`src/ubg_pkg.sv`:
```
// shared constants and carrier types for the serial port and its bit-rate generator
package ubg_pkg;

    // operating modes
    localparam logic [1:0] MODE_SHIFT = 2'h0;
    localparam logic [1:0] MODE_UART8 = 2'h1;
    localparam logic [1:0] MODE_UART9_FIXED = 2'h2;
    localparam logic [1:0] MODE_UART9_VAR = 2'h3;

    // prescaler: divide by two to the power of a 3-bit exponent
    localparam int PRESCALE_EXP_W = 3;
    localparam int PRESCALE_CNT_W = 7;

    // oversampling of each bit
    localparam logic [3:0] SUB_LAST = 4'hF;
    localparam logic [3:0] SAMPLE_POINT = 4'h7;

    // bits per frame, start and stop included in the async frames
    localparam logic [3:0] FRAME8_BITS = 4'hA;
    localparam logic [3:0] FRAME9_BITS = 4'hB;
    localparam logic [3:0] SHIFT0_BITS = 4'h8;

    // fixed mode-2 sample rates: clock / 2 or clock / 4, i.e. bit = clock / 32 or / 64
    localparam logic [1:0] FIX_FAST_MASK = 2'h1;
    localparam logic [1:0] FIX_SLOW_MASK = 2'h3;

    // reset values
    localparam logic [7:0] TIMER_RESET = 8'h00;
    localparam logic [7:0] DIVIDER_RESET = 8'h00;
    localparam logic [8:0] RX_WORD_RESET = 9'h000;
    localparam logic [10:0] TX_IDLE_LINE = 11'h7FF;

    // bit-rate generator configuration
    typedef struct packed {
        logic baud_timer_run;
        logic divider_enable_bit;
        logic divider_mode_select;
        logic [2:0] prescale_exponent;
        logic [7:0] baud_reload_value;
        logic [7:0] fraction_register;
    } ubg_baud_cfg_type;

    // serial port configuration
    typedef struct packed {
        logic [1:0] mode;
        logic double_rate_bit;
        logic use_timer_one;
    } ubg_port_cfg_type;

endpackage : ubg_pkg

```
`src/ubg_baud_gen.sv`:
```
// prescaler, fractional divider, normal divider and count-down baud timer
`timescale 1ns/1ps
module ubg_baud_gen (
    // clock and reset
    input wire logic sys_clk_in,
    input wire logic sys_rst_in,
    // configuration
    input wire ubg_pkg::ubg_baud_cfg_type cfg_in,
    input wire logic divider_flag_clear_in,
    // results
    output logic baud_tick_out,
    output logic divider_overflow_flag_out,
    output logic divider_irq_out
);

    logic [ubg_pkg::PRESCALE_CNT_W-1:0] pre_cnt;
    logic [7:0] frac_acc;
    logic [7:0] ndiv_cnt;
    logic [7:0] timer_cnt;

    ////////////////////////////////////////////////////////////////////////////
    wire [7:0] pre_shift = 8'h01 << cfg_in.prescale_exponent;
    wire [ubg_pkg::PRESCALE_CNT_W-1:0] pre_mask = pre_shift[6:0] - 7'h01;
    wire div_tick = (pre_cnt & pre_mask) == pre_mask;
    wire frac_on = cfg_in.divider_enable_bit && !cfg_in.divider_mode_select;
    wire ndiv_on = cfg_in.divider_enable_bit && cfg_in.divider_mode_select;
    wire [8:0] frac_sum = {1'b0, frac_acc} + {1'b0, cfg_in.fraction_register};
    wire mod_tick = div_tick && frac_sum[8];
    wire timer_tick = cfg_in.divider_enable_bit ? mod_tick : div_tick;
    // normal divider mode stalls the baud timer whatever the run bit says
    wire timer_run = cfg_in.baud_timer_run && !ndiv_on;
    wire underflow = timer_run && timer_tick && (timer_cnt == 8'h00);
    wire ndiv_ovf = ndiv_on && div_tick && (ndiv_cnt == 8'hFF);
    wire [7:0] next_timer = underflow ? cfg_in.baud_reload_value : timer_cnt - 8'h01;
    wire [7:0] next_ndiv = ndiv_ovf ? cfg_in.fraction_register : ndiv_cnt + 8'h01;

    ////////////////////////////////////////////////////////////////////////////
    always_ff @(posedge sys_clk_in or posedge sys_rst_in) begin
        if (sys_rst_in) begin
            pre_cnt <= '0;
            frac_acc <= ubg_pkg::DIVIDER_RESET;
            ndiv_cnt <= ubg_pkg::DIVIDER_RESET;
            timer_cnt <= ubg_pkg::TIMER_RESET;
            baud_tick_out <= 1'b0;
            divider_overflow_flag_out <= 1'b0;
            divider_irq_out <= 1'b0;
        end else begin
            pre_cnt <= div_tick ? '0 : pre_cnt + 7'h01;
            if (frac_on && div_tick) begin
                frac_acc <= frac_sum[7:0];
            end
            if (ndiv_on && div_tick) begin
                ndiv_cnt <= next_ndiv;
            end
            if (timer_run && timer_tick) begin
                timer_cnt <= next_timer;
            end
            baud_tick_out <= underflow;
            divider_irq_out <= ndiv_ovf;
            // a new overflow beats a clear in the same cycle
            if (ndiv_ovf) begin
                divider_overflow_flag_out <= 1'b1;
            end else if (divider_flag_clear_in) begin
                divider_overflow_flag_out <= 1'b0;
            end
        end
    end

    ////////////////////////////////////////////////////////////////////////////
    a_run_gates_timer: assert property (@(posedge sys_clk_in) disable iff (sys_rst_in)
        !timer_run |=> !baud_tick_out)
        else $error("baud pulse while timer stopped");
    a_underflow_reload: assert property (@(posedge sys_clk_in) disable iff (sys_rst_in)
        baud_tick_out |-> timer_cnt == $past(cfg_in.baud_reload_value))
        else $error("timer not reloaded on underflow");
    a_ndiv_flag_set: assert property (@(posedge sys_clk_in) disable iff (sys_rst_in)
        divider_irq_out |-> divider_overflow_flag_out)
        else $error("overflow request without flag");
    c_ndiv_overflow: cover property (@(posedge sys_clk_in) disable iff (sys_rst_in) divider_irq_out);

endmodule : ubg_baud_gen

```
`src/ubg_uart.sv`:
```
// serial port with shift-register mode, 8/9-bit async frames and one-deep receive buffer
//
// Behaviour
// - a new byte may arrive while one is unread; on collision one is dropped
// - frames carry 8 or 9 data bits, least significant bit first
// - mode 0 is an 8-bit shift register clocked at clock / 2
// - mode 1 is 8-bit variable; modes 2 and 3 are 9-bit fixed and variable
// - mode 2 bit rate is clock/32 or clock/64; second port only clock/64
// - variable rate from baud timer underflow, or Timer 1 on the first port
// - baud timer counts down, fed by fractional divider or by prescaler
// - bit rates need fractional mode or the divider off; run acts in both
// - each underflow reloads the timer and gives one pulse to the channel
// - normal divider mode stops the baud timer and ignores run
// - prescaler divides by two to the power of a 3-bit exponent
// - fractional divider scales by step over 256, only in fractional mode
// - rate is clock / 16 / prescale / (reload + 1); product must exceed 1
// - a pulse marks every completed transmission and every completed reception
// - Timer 1 rate is 2^double times clock / (64 times (256 - high byte))
// - normal divider mode: 8-bit up counter reloading from step, flag and request
`timescale 1ns/1ps
module ubg_uart #(
    parameter bit IS_SECOND_PORT = 1'b0
) (
    // clock and reset
    input wire logic sys_clk_in,
    input wire logic sys_rst_in,
    // configuration
    input wire ubg_pkg::ubg_port_cfg_type port_cfg_in,
    input wire ubg_pkg::ubg_baud_cfg_type baud_cfg_in,
    input wire logic divider_flag_clear_in,
    input wire logic timer_one_overflow_in,
    // transmit request
    input wire logic tx_start_in,
    input wire logic [8:0] tx_data_in,
    // receive buffer
    input wire logic rx_read_in,
    // serial line
    input wire logic rxd_in,
    output logic txd_out,
    output logic shift_clk_out,
    // status and events
    output logic tx_busy_out,
    output logic tx_done_out,
    output logic [8:0] rx_data_out,
    output logic rx_valid_out,
    output logic rx_done_out,
    output logic rx_lost_out,
    output logic divider_overflow_flag_out,
    output logic divider_irq_out
);

    typedef enum logic {TX_IDLE, TX_SHIFT} ubg_tx_state_type;
    typedef enum logic {RX_IDLE, RX_BITS} ubg_rx_state_type;

    ubg_tx_state_type tx_state;
    ubg_rx_state_type rx_state;
    logic [10:0] tx_shift;
    logic [3:0] tx_left;
    logic [3:0] tx_sub;
    logic [3:0] rx_sub;
    logic [3:0] rx_count;
    logic [8:0] rx_shift;
    logic rxd_prev;
    logic t1_half;
    logic [1:0] fix_cnt;
    logic baud_tick;

    ////////////////////////////////////////////////////////////////////////////
    ubg_baud_gen u_baud_gen (
        .sys_clk_in(sys_clk_in),
        .sys_rst_in(sys_rst_in),
        .cfg_in(baud_cfg_in),
        .divider_flag_clear_in(divider_flag_clear_in),
        .baud_tick_out(baud_tick),
        .divider_overflow_flag_out(divider_overflow_flag_out),
        .divider_irq_out(divider_irq_out)
    );

    ////////////////////////////////////////////////////////////////////////////
    // sample tick: sixteen per bit in the async modes
    wire mode0 = port_cfg_in.mode == ubg_pkg::MODE_SHIFT;
    wire mode1 = port_cfg_in.mode == ubg_pkg::MODE_UART8;
    wire mode2 = port_cfg_in.mode == ubg_pkg::MODE_UART9_FIXED;
    // one timer 1 overflow per sample tick when doubled, every second one otherwise
    wire t1_tick = timer_one_overflow_in && (port_cfg_in.double_rate_bit || t1_half);
    wire use_t1 = port_cfg_in.use_timer_one && !IS_SECOND_PORT;
    wire var_tick = use_t1 ? t1_tick : baud_tick;
    wire fix_fast = port_cfg_in.double_rate_bit && !IS_SECOND_PORT;
    wire [1:0] fix_mask = fix_fast ? ubg_pkg::FIX_FAST_MASK : ubg_pkg::FIX_SLOW_MASK;
    wire fix_tick = (fix_cnt & fix_mask) == fix_mask;
    wire sample_tick = mode2 ? fix_tick : var_tick;
    wire [3:0] frame_bits = mode1 ? ubg_pkg::FRAME8_BITS : ubg_pkg::FRAME9_BITS;

    ////////////////////////////////////////////////////////////////////////////
    // transmit; in mode 0 the shift clock is low then high for each bit
    wire tx_accept = tx_start_in && tx_state == TX_IDLE;
    wire [10:0] tx_frame = mode0 ? {3'h7, tx_data_in[7:0]} :
        mode1 ? {2'h3, tx_data_in[7:0], 1'b0} : {1'b1, tx_data_in, 1'b0};
    wire [3:0] tx_bits = mode0 ? ubg_pkg::SHIFT0_BITS : frame_bits;
    wire tx_bit_end = tx_state == TX_SHIFT &&
        (mode0 ? shift_clk_out : (sample_tick && tx_sub == ubg_pkg::SUB_LAST));
    wire tx_last = tx_bit_end && tx_left == 4'h1;

    always_ff @(posedge sys_clk_in or posedge sys_rst_in) begin
        if (sys_rst_in) begin
            tx_state <= TX_IDLE;
            tx_shift <= ubg_pkg::TX_IDLE_LINE;
            tx_left <= 4'h0;
            tx_sub <= 4'h0;
            shift_clk_out <= 1'b1;
            tx_done_out <= 1'b0;
        end else begin
            tx_done_out <= tx_last;
            if (tx_accept) begin
                tx_state <= TX_SHIFT;
                tx_shift <= tx_frame;
                tx_left <= tx_bits;
                tx_sub <= 4'h0;
                shift_clk_out <= !mode0;
            end else if (tx_state == TX_SHIFT) begin
                // the shift clock rests high once the last bit has gone out
                if (mode0) begin
                    shift_clk_out <= !shift_clk_out || tx_last;
                end
                if (sample_tick) begin
                    tx_sub <= tx_sub + 4'h1;
                end
                if (tx_bit_end) begin
                    tx_shift <= {1'b1, tx_shift[10:1]};
                    tx_left <= tx_left - 4'h1;
                end
                if (tx_last) begin
                    tx_state <= TX_IDLE;
                end
            end
        end
    end

    assign txd_out = tx_shift[0];
    assign tx_busy_out = tx_state == TX_SHIFT;

    ////////////////////////////////////////////////////////////////////////////
    // receive: mode 0 samples at the end of each high shift-clock phase, async at mid-bit
    wire rx_fall = rxd_prev && !rxd_in && !mode0;
    wire rx_mid = rx_state == RX_BITS && sample_tick && rx_sub == ubg_pkg::SAMPLE_POINT;
    wire rx_false_start = rx_mid && rx_count == 4'h0 && rxd_in;
    wire rx_stop = rx_mid && rx_count == frame_bits - 4'h1;
    wire rx_data_bit = rx_mid && rx_count != 4'h0 && !rx_stop;
    wire rx0_bit = mode0 && tx_bit_end;
    wire [8:0] next_rx_shift = {rxd_in, rx_shift[8:1]};
    wire [8:0] rx_word = mode0 ? {1'b0, rxd_in, rx_shift[8:2]} :
        mode1 ? {rxd_in, rx_shift[8:1]} : rx_shift;
    wire rx_new = (mode0 && tx_last) || rx_stop;
    // second byte is dropped while the first still waits to be read
    wire rx_collide = rx_new && rx_valid_out && !rx_read_in;

    always_ff @(posedge sys_clk_in or posedge sys_rst_in) begin
        if (sys_rst_in) begin
            rx_state <= RX_IDLE;
            rx_sub <= 4'h0;
            rx_count <= 4'h0;
            rx_shift <= ubg_pkg::RX_WORD_RESET;
            rxd_prev <= 1'b1;
        end else begin
            rxd_prev <= rxd_in;
            if (rx0_bit || rx_data_bit) begin
                rx_shift <= next_rx_shift;
            end
            if (rx_state == RX_IDLE) begin
                if (rx_fall) begin
                    rx_state <= RX_BITS;
                    rx_sub <= 4'h0;
                    rx_count <= 4'h0;
                end
            end else begin
                if (sample_tick) begin
                    rx_sub <= rx_sub + 4'h1;
                end
                if (rx_mid) begin
                    rx_count <= rx_count + 4'h1;
                end
                if (rx_false_start || rx_stop || mode0) begin
                    rx_state <= RX_IDLE;
                end
            end
        end
    end

    always_ff @(posedge sys_clk_in or posedge sys_rst_in) begin
        if (sys_rst_in) begin
            rx_data_out <= ubg_pkg::RX_WORD_RESET;
            rx_valid_out <= 1'b0;
            rx_done_out <= 1'b0;
            rx_lost_out <= 1'b0;
        end else begin
            rx_done_out <= rx_new;
            rx_lost_out <= rx_collide;
            if (rx_new && !rx_collide) begin
                rx_data_out <= rx_word;
                rx_valid_out <= 1'b1;
            end else if (rx_read_in) begin
                rx_valid_out <= 1'b0;
            end
        end
    end

    ////////////////////////////////////////////////////////////////////////////
    always_ff @(posedge sys_clk_in or posedge sys_rst_in) begin
        if (sys_rst_in) begin
            t1_half <= 1'b0;
            fix_cnt <= 2'h0;
        end else begin
            fix_cnt <= fix_cnt + 2'h1;
            if (timer_one_overflow_in) begin
                t1_half <= !t1_half;
            end
        end
    end

    ////////////////////////////////////////////////////////////////////////////
    a_mode0_clock_rate: assert property (@(posedge sys_clk_in) disable iff (sys_rst_in)
        (tx_busy_out && mode0 && !shift_clk_out) |=> shift_clk_out)
        else $error("shift clock low longer than one cycle");
    a_mode0_length: assert property (@(posedge sys_clk_in) disable iff (sys_rst_in)
        (tx_accept && mode0) |-> ##17 tx_done_out)
        else $error("mode 0 transfer not 16 cycles");
    a_start_bit_low: assert property (@(posedge sys_clk_in) disable iff (sys_rst_in)
        (tx_accept && !mode0) |=> !txd_out)
        else $error("frame does not open with low bit");
    a_tx_done_idle: assert property (@(posedge sys_clk_in) disable iff (sys_rst_in)
        tx_done_out |-> !tx_busy_out && txd_out)
        else $error("done while still shifting");
    a_lost_keeps_old: assert property (@(posedge sys_clk_in) disable iff (sys_rst_in)
        rx_lost_out |-> $stable(rx_data_out) && rx_valid_out)
        else $error("unread byte overwritten");
    a_rx_done_valid: assert property (@(posedge sys_clk_in) disable iff (sys_rst_in)
        rx_done_out |-> rx_valid_out)
        else $error("reception done without buffered byte");
    c_rx_lost: cover property (@(posedge sys_clk_in) disable iff (sys_rst_in) rx_lost_out);
    c_rx_mode3: cover property (@(posedge sys_clk_in) disable iff (sys_rst_in)
        rx_done_out && port_cfg_in.mode == ubg_pkg::MODE_UART9_VAR);
    c_tx_mode1: cover property (@(posedge sys_clk_in) disable iff (sys_rst_in) tx_done_out && mode1);

endmodule : ubg_uart

```
`config.mk`:
```
export PLATFORM = sky130hd
export DESIGN_NAME = ubg_uart
export DESIGN_NICKNAME = d
export VERILOG_FILES = /design/src/ubg_pkg.sv /design/src/ubg_baud_gen.sv /design/src/ubg_uart.sv
export SDC_FILE = /design/constraint.sdc
export NUM_CORES = 1
export LEC_CHECK = 0
export ABC_AREA = 0
export BUFFER_PORTS_ARGS = -buffer_cell sky130_fd_sc_hd__buf_2
export CAP_MARGIN = 0
export CORE_AREA = 2 2 97 99
export CTS_CLUSTER_DIAMETER = 50
export DETAILED_ROUTE_END_ITERATION = 10
export DIE_AREA = 0 0 99 101
export GPL_TIMING_DRIVEN = 0
export PLACE_DENSITY = 0.74
export SETUP_SLACK_MARGIN = 0.1
export SLEW_MARGIN = 20
export SYNTH_ARGS = -nofsm -noshare
export SYNTH_HDL_FRONTEND = slang
export SYNTH_SLANG_ARGS = --single-unit
```
`constraint.sdc`:
```
create_clock -name sys_clk_in -period 3.7 [get_ports sys_clk_in]
set_clock_uncertainty 0.05 [all_clocks]
set_input_delay 0.555 -clock sys_clk_in [delete_from_list [all_inputs] [get_ports sys_clk_in]]
set_output_delay 0.555 -clock sys_clk_in [all_outputs]
set_load 0.01 [all_outputs]
```
==> results by group, run 1 <==
Outcome
  • Status: completed

Clock tree
  • Clock sinks: 89
  • Worst-skew pair later-pin latency: 0.36 ns
  • Root Driver: clkbuf_8
  • CTS Buf Count: 9
  • Clk slew on worst S/H paths: 0.09 ns
  • Setup Buffers After CTS: 0
  • Post-CTS Resized: 0
  • TritonCTS clock tree: yes
  • H-tree levels: 3
  • Clk buf depth: 2
  • Hold-fix buffers, CTS: 0

Layout
  • Final core occ: 60.7%
  • N_diodes: 0
  • Share of cells above drive strength 1: 23.5%
  • Final Cell Area: between 5000 and 6000 um^2
  • Final #Nets: 626
  • Layout area overhead: 13.8%

Timing
  • Fin. max-slew vios: 0
  • Final Hold Viols: 0
  • Worst hold margin: 0.189 ns
  • Max transition margin: 54.9%
  • Worst slew pin tran: between 0.6 and 0.7 ns
  • Final Cycle Share: 64.5%
  • Upper clock frequency limit: 419 MHz
  • RSZ-0062 raised after global routing: false
  • Worst setup margin: approximately 1.3 ns
  • Post-layout min period: 2.39 ns
  • Setup-failing EPs final: 0

Synth
  • EDFF count, synth: 0
  • Synth Instances: 495
  • Main synth FF type: dfrtp_1
  • Top cell type's share of synthesized area: between 40% and 50%
  • Avg Cell Area, Syn: 9.68 um^2
  • Area contributors post-synth: dfrtp_1 (40%), dfstp_2 (6.6%), mux2_2 (6.6%)
  • Cell taking the most area after synthesis: dfrtp_1
  • Synth unique cells: 53
  • Async set-reset flop share out of synthesis: 100%
  • Net Count, Synth: 555
  • Synth Cell Area: roughly 4800 um^2
  • Register area share after synthesis: a little under half
  • Seq cells post-synth: 89
  • Ys Warns: 0

Worst setup path
  • Most used cell, CP: buf_2
  • CP arrival: around 2.6 ns
  • R2r setup slk: roughly 1.3 ns
  • Critical path launch point type: flip-flop
  • Slowest CP cell: fa_1
  • CP max FO: 10
  • CP max stage delay: 0.41 ns
  • Crit path capture type: flip-flop
  • Critical Path RT: 3.91 ns
  • WP buf/inv: 3
  • Critical path type: flip-flop to flip-flop
  • Critical path's top delay family: adder cells
  • CP cell instances: ha_1 -> inv_1 -> fa_1 -> nor2b_1 -> o2111ai_1 -> nand4_1 -> and3_1 -> buf_2 -> buf_2 -> nand2_1 -> a32o_1

Place
  • Setup WS pre-CTS: 0.984 ns
  • Instance area at placement: 5250 um^2
  • I/O Buffers: 59
  • Placer congestion estimate: 0.864
  • Hpwl dp: 7120 um

Pwr
  • Switch Pwr: between 1000 and 1500 uW
  • Sw frac: 35.9%
  • Max VDD drop: 0.431 mV
  • Leakage power: between 0.002 and 0.003 uW
  • Tot Pwr: 3420 uW
  • Power Density: 628 nW/um^2
  • Internal power: 2190 uW
  • Reg power frac: 46.6%
  • Gate power share: between 30 and 40%
  • Clock Power Share: 19.7%

Run
  • Max cap viols: 0

Die
  • Initial core utilization: between 50% and 60%
  • Placeable Area: about 9000 um^2
  • I/O Pins: 60
  • Die Footprint: 10000 um^2
  • Row count: 35
  • Die Span Y: around 100 um
  • Die width: 99 um

Routing
  • Via/cell ratio: 5.64
  • WL final: 9800 um
  • DRT antenna net count: 0
  • DR vias: 3,844
  • Iter 0 DRT Violations: 169
  • DRC violations left: 0
  • Drt first pass iters: 5
  • DR WL/cell: 14.4 um

GRT
  • Overflow after GRT: 0
  • GRT Total Usage: approximately a fifth
  • First-pass GRT wire length: 16,500 um
  • Vias in the first global route: 3,662
  • Antenna violations before repair: 0
  • Largest net degree at the start of global routing: 51

Min path
  • Hold Crit Class: input pin to async pin
-- state kept, by name, summed over array words and instances (netlist names), 2 cells and up --
| signal | count |
|---|---|
| fix_cnt | 2 |
| rx_count | 4 |
| rx_data_out | 9 |
| rx_shift | 9 |
| rx_sub | 4 |
| tx_left | 4 |
| tx_shift | 10 |
| tx_sub | 4 |
| u_baud_gen.frac_acc | 8 |
| u_baud_gen.ndiv_cnt | 8 |
| u_baud_gen.pre_cnt | 7 |
| u_baud_gen.timer_cnt | 8 |
-- path summary, 6_finish.rpt --
kind / start / to / cells past startpoint
worst max-delay path: u_baud_gen.frac_acc[0]$_DFFE_PP0P_ / u_baud_gen.timer_cnt[7]$_DFFE_PP0P_ / 11
max in group asynchronous: sys_rst_in / shift_clk_out$_DFFE_PP1P_ / 3
worst min-delay path: sys_rst_in / u_baud_gen.timer_cnt[5]$_DFFE_PP0P_ / 2
worst max register to register: u_baud_gen.frac_acc[0]$_DFFE_PP0P_ / u_baud_gen.timer_cnt[7]$_DFFE_PP0P_ / 11
min in group sys_clk_in: rxd_in / rxd_prev$_DFF_PP1_ / 1
worst min register to register: fix_cnt[0]$_DFF_PP0_ / fix_cnt[0]$_DFF_PP0_ / 1
-- power by group through the flow --
| stage | Combinational, uW | Sequential, uW | Clock [uW] |
|---|---|---|---|
| finish | 1150 | 1590 | 673 |
| global route | 1320 | 1640 | 728 |
| CTS | 1160 | 1590 | 684 |
| detailed placement | 1160 | 1600 | 0 |
| global placement | 1090 | 1590 | 0 |
| floorplan | 873 | 1560 | 0 |
-- cell families after synthesis --
kind of cell | after synthesis | share of synthesized area (%)
compound gates | 110 | 14.3
xor+xnor | 16 | 2.93
fa+ha+maj | 18 | 4.86
buf+inv | 35 | 2.87
flops | 89 | 46.8
mux | 44 | 9.93
simple gates | 183 | 18.3
-- area by class of cell --
cell class / count / area (um^2)
Inverter: 19 / 73.8
Sequential cell: 89 / 2240
Clock buffer: 10 / 128
Clock inverter: 6 / 67.6
Timing Repair Buffer: 60 / 323
Tap cell: 111 / 139
Buffer: 16 / 66.3
Fill cell: 750 / 3530
Multi-Input combinational cell: 371 / 2410
-- placed cells by master (no fill, tap or decap), drive strengths merged, types with 11 or more instances in the layout --
| master | count |
|---|---|
| dfstp | 12 |
| ha | 17 |
| inv | 20 |
| nand3 | 22 |
| dfrtp | 77 |
| clkbuf | 21 |
| o21ai | 38 |
| nand2 | 63 |
| xor2 | 11 |
| nor2 | 40 |
| mux2i | 16 |
| mux2 | 28 |
| buf | 65 |
| a21oi | 37 |
-- routing by layer --
metal  up-vias  share of wire [%]  track usage [%]
li1       1881                  -                -
met3        23                4.6             5.34
met1      1849                 46             27.5
met4         0                1.8             6.43
met2        91                 47             32.7
met5         -                  0                0
-- metrics by stage --
stage	std cells	TNS (ns)
after floorplan	495	0
after CTS	682	0
after detailed placement	666	0
final	682	0
after global routing	682	0
after global placement	665	-20.17
-- cells in the mapped netlist (all sizes together) (5+ instances only) --
master  number
mux2        28
dfstp       12
clkbuf      11
buf          5
a21oi       37
dfrtp       77
and3         9
a31oi        5
nor2        40
nand3       22
mux2i       16
ha          17
xor2        11
inv         19
o21ai       38
o22ai        5
nand2b       8
nor2b        9
nor3         9
xnor2        5
nand2       63
No activity file was read; power rests on OpenSTA's default activity.
==> run 2: changes to the inputs <==
Settings changed: CORE_AREA 2 2 97 99 to 2 2 99 101, DIE_AREA 0 0 99 101 to 0 0 101 103.
Clock period 3.7 ns to 2.1 ns, I/O delays scaled along.
==> run 2 against run 1 <==
Sequential power grew 79%. Critical endpoint is now u_baud_gen.timer_cnt[6]$_DFFE_PP0P_. Global-route usage is 0.11 points higher. Fmax up 10%. Power increased by 87%. The run now ends with setup timing left.
==> results by group, run 2 (same netlist as run 1, synthesis figures left out) <==
Outcome
  • Failing checks: setup timing
  • Status: finished, violations left

Layout
  • Largest registers: tx_shift: 10 flops, rx_data_out: 9 flops, rx_shift: 9 flops
  • Final Cell Area: 5870 um^2 (+7.7%)
  • Area of the multi-input gates: 2590 um^2 (+7.7%)
  • Final #Nets: 646 (+3.2%)
  • Register area: 2240 um^2 (about the same)
  • Share of cells above drive strength 1: 30.8% (+7.3 points)
  • N_diodes: 0 (unchanged)
  • Number of flip-flops in the largest register: 10 (unchanged)
  • Commonest non-fill, non-tap cell in the layout: dfrtp_1
  • Commonest non-fill, non-tap cells in the layout: dfrtp_1 (76), nand2_1 (60), buf_2 (60)
  • Layout area overhead: 22.5%
  • Final core occ: 62.1% (+1.4 points)
  • Top reg by flops: tx_shift
  • FILL cells: 763 (+1.7%)

Routing
  • Drt first pass iters: 4 (-1)
  • Via/cell ratio: 5.56 (-1.3%)
  • DRT antenna net count: 0 (unchanged)
  • DRC violations left: 0 (unchanged)
  • DR WL/cell: 14.7 um (+2.1%)
  • WL final: 10,400 um (+5.6%)
  • DR vias: 3,921 (+2.0%)
  • Iter 0 DRT Violations: 137 (-19%)

Die
  • Die Footprint: 10,400 um^2 (+4.0%)
  • Die Span Y: 103 um (+2.0%)
  • Row count: 36 (+2.9%)
  • Placeable Area: 9460 um^2 (+5.4%)
  • Initial core utilization: 50.6% (-2.7 points)
  • Die width: 101 um (+2.0%)
  • I/O Pins: 60 (unchanged)

Timing
  • Setup-failing EPs final: 6 (+6)
  • Final Cycle Share: 103% (+39 points)
  • Fin. max-slew vios: 0 (unchanged)
  • RSZ-0062 raised after global routing: true
  • Post-layout min period: 2.17 ns (-0.218 ns)
  • Worst setup margin: -0.0680 ns (-1.38 ns)
  • Worst slew pin tran: 0.585 ns (-0.0906 ns)
  • Upper clock frequency limit: 461 MHz (+10%)
  • Final Hold Viols: 0 (unchanged)
  • Max transition margin: 61.0% (+6.1 points)

Clock tree
  • Clock sinks: 89 (unchanged)
  • TritonCTS clock tree: yes
  • Worst-skew pair later-pin latency: 0.37 ns (about the same)
  • CTS Buf Count: 9 (unchanged)
  • H-tree levels: 3 (unchanged)
  • Clk slew on worst S/H paths: 0.09 ns (about the same)
  • Root Driver: clkbuf_8
  • Clk buf depth: 2 (unchanged)

Min path
  • Hold Crit Class: input pin to flip-flop

Place
  • Hpwl dp: 7170 um (+0.63%)
  • Setup WS pre-CTS: -0.224 ns (-1.21 ns)
  • I/O Buffers: 59 (unchanged)
  • Instance area at placement: 5300 um^2 (+0.88%)
  • Placer congestion estimate: 0.816 (-5.5%)

Worst setup path
  • CP max FO: 5 (-5)
  • Critical Path RT: 2.31 ns (-1.60 ns)
  • Crit path capture type: flip-flop
  • Critical path launch point type: flip-flop
  • Critical path type: flip-flop to flip-flop
  • CP arrival: 2.38 ns (-0.21 ns)

Run
  • Max cap viols: 0 (unchanged)

GRT
  • Vias in the first global route: 3,808 (+4.0%)
  • Overflow after GRT: 0 (unchanged)
  • First-pass GRT wire length: 16,900 um (+2.5%)
  • Antenna violations before repair: 0 (unchanged)
  • Largest net degree at the start of global routing: 32 (-37%)
  • GRT Total Usage: 20.6% (+0.11 points)

Pwr
  • Leakage power: 0.00279 uW (+7.1%)
  • Power Density: 1090 nW/um^2 (+74%)
  • Max VDD drop: 0.631 mV (+46%)
==> run 2: report_power, final <==
part	switching, uW	internal [uW]
Combinational	1160	1220
Sequential	508	2330
Clock	633	550
Total	2300	4090
==> run 2: repair_timing <==
item	in CTS	in global routing
resized for setup	19	50
setup buffers	6	10
pin swaps	4	10
hold endpoints to repair	10	0
hold buffers	1	0
endpoints found under the setup margin	30	49
gates cloned	1	0
==> run 2: metal layers <==
metal	share of wire (%)	vias up	track usage [%]
met2	48	90	33.2
met3	4.4	19	3.59
li1	-	1923	-
met4	2.0	0	9.25
met5	0	-	0
met1	46	1889	27.4
==> run 2: cell type report <==
cell class | count | share of cell area [%]
inverter | 19 | 1.28
buffer | 16 | 1.81
tap | 114 | 2.43
clock buffer | 9 | 2.11
multi-input combinational | 371 | 44.2
timing repair buffer | 80 | 8.74
sequential | 89 | 38.2
clock inverter | 7 | 1.19
==> run 2: stage by stage <==
stage               instances  hold WS [ns]  power (uW)  setup TNS (ns)
CTS                       695        0.0482        6140          -0.186
global placement          668         0.389        4730           -2.92
global route              705        0.0435        6900          -0.827
floorplan                 495         0.269        4300               0
detailed placement        671         0.240        4860           -3.37
finish                    705        0.0620        6400          -0.239
==> run 2: worst max-delay path, cell delays in order (launching register included) <==
cell	delay, ns
dfrtp_1	0.35
ha_2	0.18
inv_2	0.04
fa_2	0.36
nor2b_4	0.15
o2111ai_2	0.13
nand4_1	0.12
and3_4	0.19
buf_6	0.11
nand3_1	0.08
mux2_2	0.29
==> run 2: worst paths after layout <==
path | to | slack (ns) | cells after the start | start
min in group asynchronous | u_baud_gen.frac_acc[4]$_DFFE_PP0P_ | 0.39 | 3 | sys_rst_in
max | u_baud_gen.timer_cnt[6]$_DFFE_PP0P_ | -0.07 | 10 | u_baud_gen.frac_acc[0]$_DFFE_PP0P_
min reg2reg | fix_cnt[0]$_DFF_PP0_ | 0.41 | 1 | fix_cnt[0]$_DFF_PP0_
max in group asynchronous | tx_shift[5]$_DFFE_PP1P_ | 0.89 | 5 | sys_rst_in
max reg2reg | u_baud_gen.timer_cnt[6]$_DFFE_PP0P_ | -0.07 | 10 | u_baud_gen.frac_acc[0]$_DFFE_PP0P_
min | rxd_prev$_DFF_PP1_ | 0.06 | 1 | rxd_in
==> run 3: changes to the inputs <==
--- a/config.mk
+++ b/config.mk
@@ -10,6 +10,6 @@
 export CAP_MARGIN = 0
-export CORE_AREA = 2 2 99 101
+export CORE_AREA = 10 10 107 109
 export CTS_CLUSTER_DIAMETER = 50
 export DETAILED_ROUTE_END_ITERATION = 10
-export DIE_AREA = 0 0 101 103
+export DIE_AREA = 0 0 117 119
 export GPL_TIMING_DRIVEN = 0
--- a/constraint.sdc
+++ b/constraint.sdc
@@ -4,2 +4,2 @@
 set_output_delay 0.315 -clock sys_clk_in [all_outputs]
-set_load 0.01 [all_outputs]
+set_load 0.1 [all_outputs]
==> run 3 against run 2 <==
Routed wire length up 8.3%. Combinational power up 27%. Non-clock buffer count up 7. Hold slack worse by 0.0072 ns. Via count up 1.3%. The flow still finishes with violations (setup timing). Die area up 34%. Worst setup slack worse by 0.027 ns. Global-route usage down 4.9 points. Sequential cell count unchanged. Fmax down 1.2%. Largest cell class unchanged. Critical path depth unchanged.
==> results by group, run 3 (same netlist as run 1, synthesis figures left out) <==
Worst setup path
  • CP cell instances: ha_2 -> inv_2 -> fa_2 -> nor2b_4 -> o2111ai_4 -> nand4_1 -> and3_4 -> buf_6 -> nand3_1 -> mux2_2
  • CP max stage delay: 0.37 ns (about the same)
  • Slowest CP cell: fa_2
  • CP arrival: 2.41 ns (+0.03 ns)
  • Crit path capture type: flip-flop
  • CP max FO: 5 (unchanged)
  • Critical path launch point type: flip-flop
  • Critical path type: flip-flop to flip-flop
  • Critical Path RT: 2.32 ns (about the same)

Layout
  • Layout area overhead: 25.5%
  • Number of flip-flops in the largest register: 10 (unchanged)
  • Final Cell Area: 6010 um^2 (+2.4%)
  • Final #Nets: 654 (+1.2%)
  • Commonest non-fill, non-tap cells in the layout: dfrtp_1 (74), buf_2 (61), nand2_1 (59)
  • Largest registers: tx_shift: 10 flops, rx_data_out: 9 flops, rx_shift: 9 flops
  • Commonest non-fill, non-tap cell in the layout: dfrtp_1
  • Non-Filler Instances: 713 (+1.1%)
  • Top reg by flops: tx_shift
  • FILL cells: 746 (-2.2%)
  • Share of cells above drive strength 1: 32.9% (+2.1 points)
  • N_diodes: 0 (unchanged)

Timing
  • Worst hold margin: 0.0548 ns (-0.00718 ns)
  • Final Hold Viols: 0 (unchanged)
  • Max transition margin: 61.9% (+0.94 points)
  • Final Cycle Share: 105% (+1.3 points)
  • Worst slew pin tran: 0.571 ns (-0.0141 ns)
  • Worst setup margin: -0.0945 ns (-0.0266 ns)
  • Setup-failing EPs final: 7 (+1)
  • Fin. max-slew vios: 0 (unchanged)
  • Upper clock frequency limit: 456 MHz (-1.2%)
  • Post-layout min period: 2.19 ns (+0.0266 ns)
  • RSZ-0062 raised after global routing: true

Pwr
  • Max VDD drop: 0.688 mV (+9.0%)
  • Power Density: 1200 nW/um^2 (+10%)
  • Leakage power: 0.00283 uW (+1.8%)

Clock tree
  • Worst-skew pair later-pin latency: 0.37 ns (about the same)
  • Clk slew on worst S/H paths: 0.09 ns (about the same)
  • TritonCTS clock tree: yes
  • CTS Buf Count: 9 (unchanged)
  • Root Driver: clkbuf_8
  • H-tree levels: 3 (unchanged)
  • Clk buf depth: 2 (unchanged)
  • Clock sinks: 89 (unchanged)

GRT
  • Overflow after GRT: 0 (unchanged)
  • Largest net degree at the start of global routing: 32 (unchanged)
  • First-pass GRT wire length: 17,900 um (+5.6%)
  • Antenna violations before repair: 0 (unchanged)
  • GRT Total Usage: 15.6% (-4.9 points)
  • Vias in the first global route: 3,903 (+2.5%)

Die
  • Die Footprint: 13,900 um^2 (+34%)
  • Initial core utilization: 50.6% (unchanged)
  • Die Span Y: 119 um (+16%)
  • Die width: 117 um (+16%)
  • Placeable Area: 9460 um^2 (unchanged)
  • I/O Pins: 60 (unchanged)
  • Row count: 36 (unchanged)

Place
  • Setup WS pre-CTS: -0.263 ns (-0.0396 ns)
  • Placer congestion estimate: 0.852 (+4.4%)
  • Placed cells: 671 (unchanged)
  • I/O Buffers: 59 (unchanged)
  • Instance area at placement: 5330 um^2 (+0.54%)
  • Hpwl dp: 7680 um (+7.2%)

Routing
  • WL final: 11,200 um (+8.3%)
  • DRC violations left: 0 (unchanged)
  • Iter 0 DRT Violations: 257 (+88%)
  • DRT antenna net count: 0 (unchanged)
  • DR WL/cell: 15.7 um (+7.1%)
  • DR vias: 3,973 (+1.3%)
  • Drt first pass iters: 5 (+1)
  • Via/cell ratio: 5.57 (+0.19%)

Run
  • Max cap viols: 0 (unchanged)

Outcome
  • Status: finished, violations left
  • Failing checks: setup timing

Min path
  • Hold Crit Class: input pin to flip-flop
run 3: cell types whose count changed in the layout (fill, tap and decap cells not counted), moves of 2 or more:
cell	before	now
mux2_2	10	12
buf_4	14	20
dfrtp_1	76	74
a21oi_1	33	31
o21ai_2	0	2
mux2_4	18	16
a21oi_2	3	5
run 3: routing by layer:
metal	GRT usage [%]	up-vias	wire, um
met2	25.0	77	5480
li1	-	1947	-
met4	6.18	0	127
met5	0	-	0
met3	3.56	11	490
met1	19.9	1938	5120
run 3: cell type report:
class	count	area, um^2	share of cell area [%]
multi-input combinational	372	2650	44.1
sequential	89	2250	37.5
timing repair buffer	87	571	9.49
tap	114	143	2.37
clock buffer	9	124	2.06
buffer	16	100	1.67
clock inverter	7	93.8	1.56
inverter	19	75.1	1.25
run 3: path summary, 6_finish.rpt:
| check | startpoint | to | slack [ns] | cells past startpoint |
|---|---|---|---|---|
| max in group asynchronous | sys_rst_in | rxd_prev$_DFF_PP1_ | 0.85 | 5 |
| worst max register to register | u_baud_gen.frac_acc[0]$_DFFE_PP0P_ | u_baud_gen.timer_cnt[4]$_DFFE_PP0P_ | -0.09 | 10 |
| min in group asynchronous | sys_rst_in | u_baud_gen.divider_overflow_flag_out$_DFFE_PP0P_ | 0.42 | 3 |
| worst min register to register | fix_cnt[0]$_DFF_PP0_ | fix_cnt[0]$_DFF_PP0_ | 0.40 | 1 |
| worst min-delay path | rxd_in | rxd_prev$_DFF_PP1_ | 0.05 | 1 |
| worst max-delay path | u_baud_gen.frac_acc[0]$_DFFE_PP0P_ | u_baud_gen.timer_cnt[4]$_DFFE_PP0P_ | -0.09 | 10 |
run 3: power by group:
| group | switching (uW) | leakage [uW] | total [uW] | internal, uW |
|---|---|---|---|---|
| Clock | 637 | 0.000106 | 1310 | 670 |
| Combinational | 1780 | 0.00162 | 3020 | 1240 |
| Sequential | 539 | 0.00111 | 2880 | 2340 |
run 3: metrics by stage:
step	util, %	setup TNS [ns]	total power (uW)
6_report	63.5	-0.406	7200
5_1_grt	63.5	-1.33	7680
4_1_cts	60.2	-0.208	6890
3_5_place_dp	56.3	-3.88	5470
3_3_place_gp	55.6	-2.43	5320
2_1_floorplan	-	0	4870
run 3: timing repair:
item                                    CTS  global route
gates resized for setup                  18            54
endpoints found under the setup margin   28            46
endpoints found under the hold margin    12             0
pin swaps                                 3            12
buffers inserted                          6            16
hold buffers                              1             0
cloned                                    1             2
run 3: worst max-delay path, delay by kind of cell (launching register included):
family / cells / cell delay, ns
fa+ha+maj: 2 / 0.56
simple gates: 4 / 0.55
flops: 1 / 0.36
mux: 1 / 0.30
buf+inv: 2 / 0.15
compound gates: 1 / 0.13
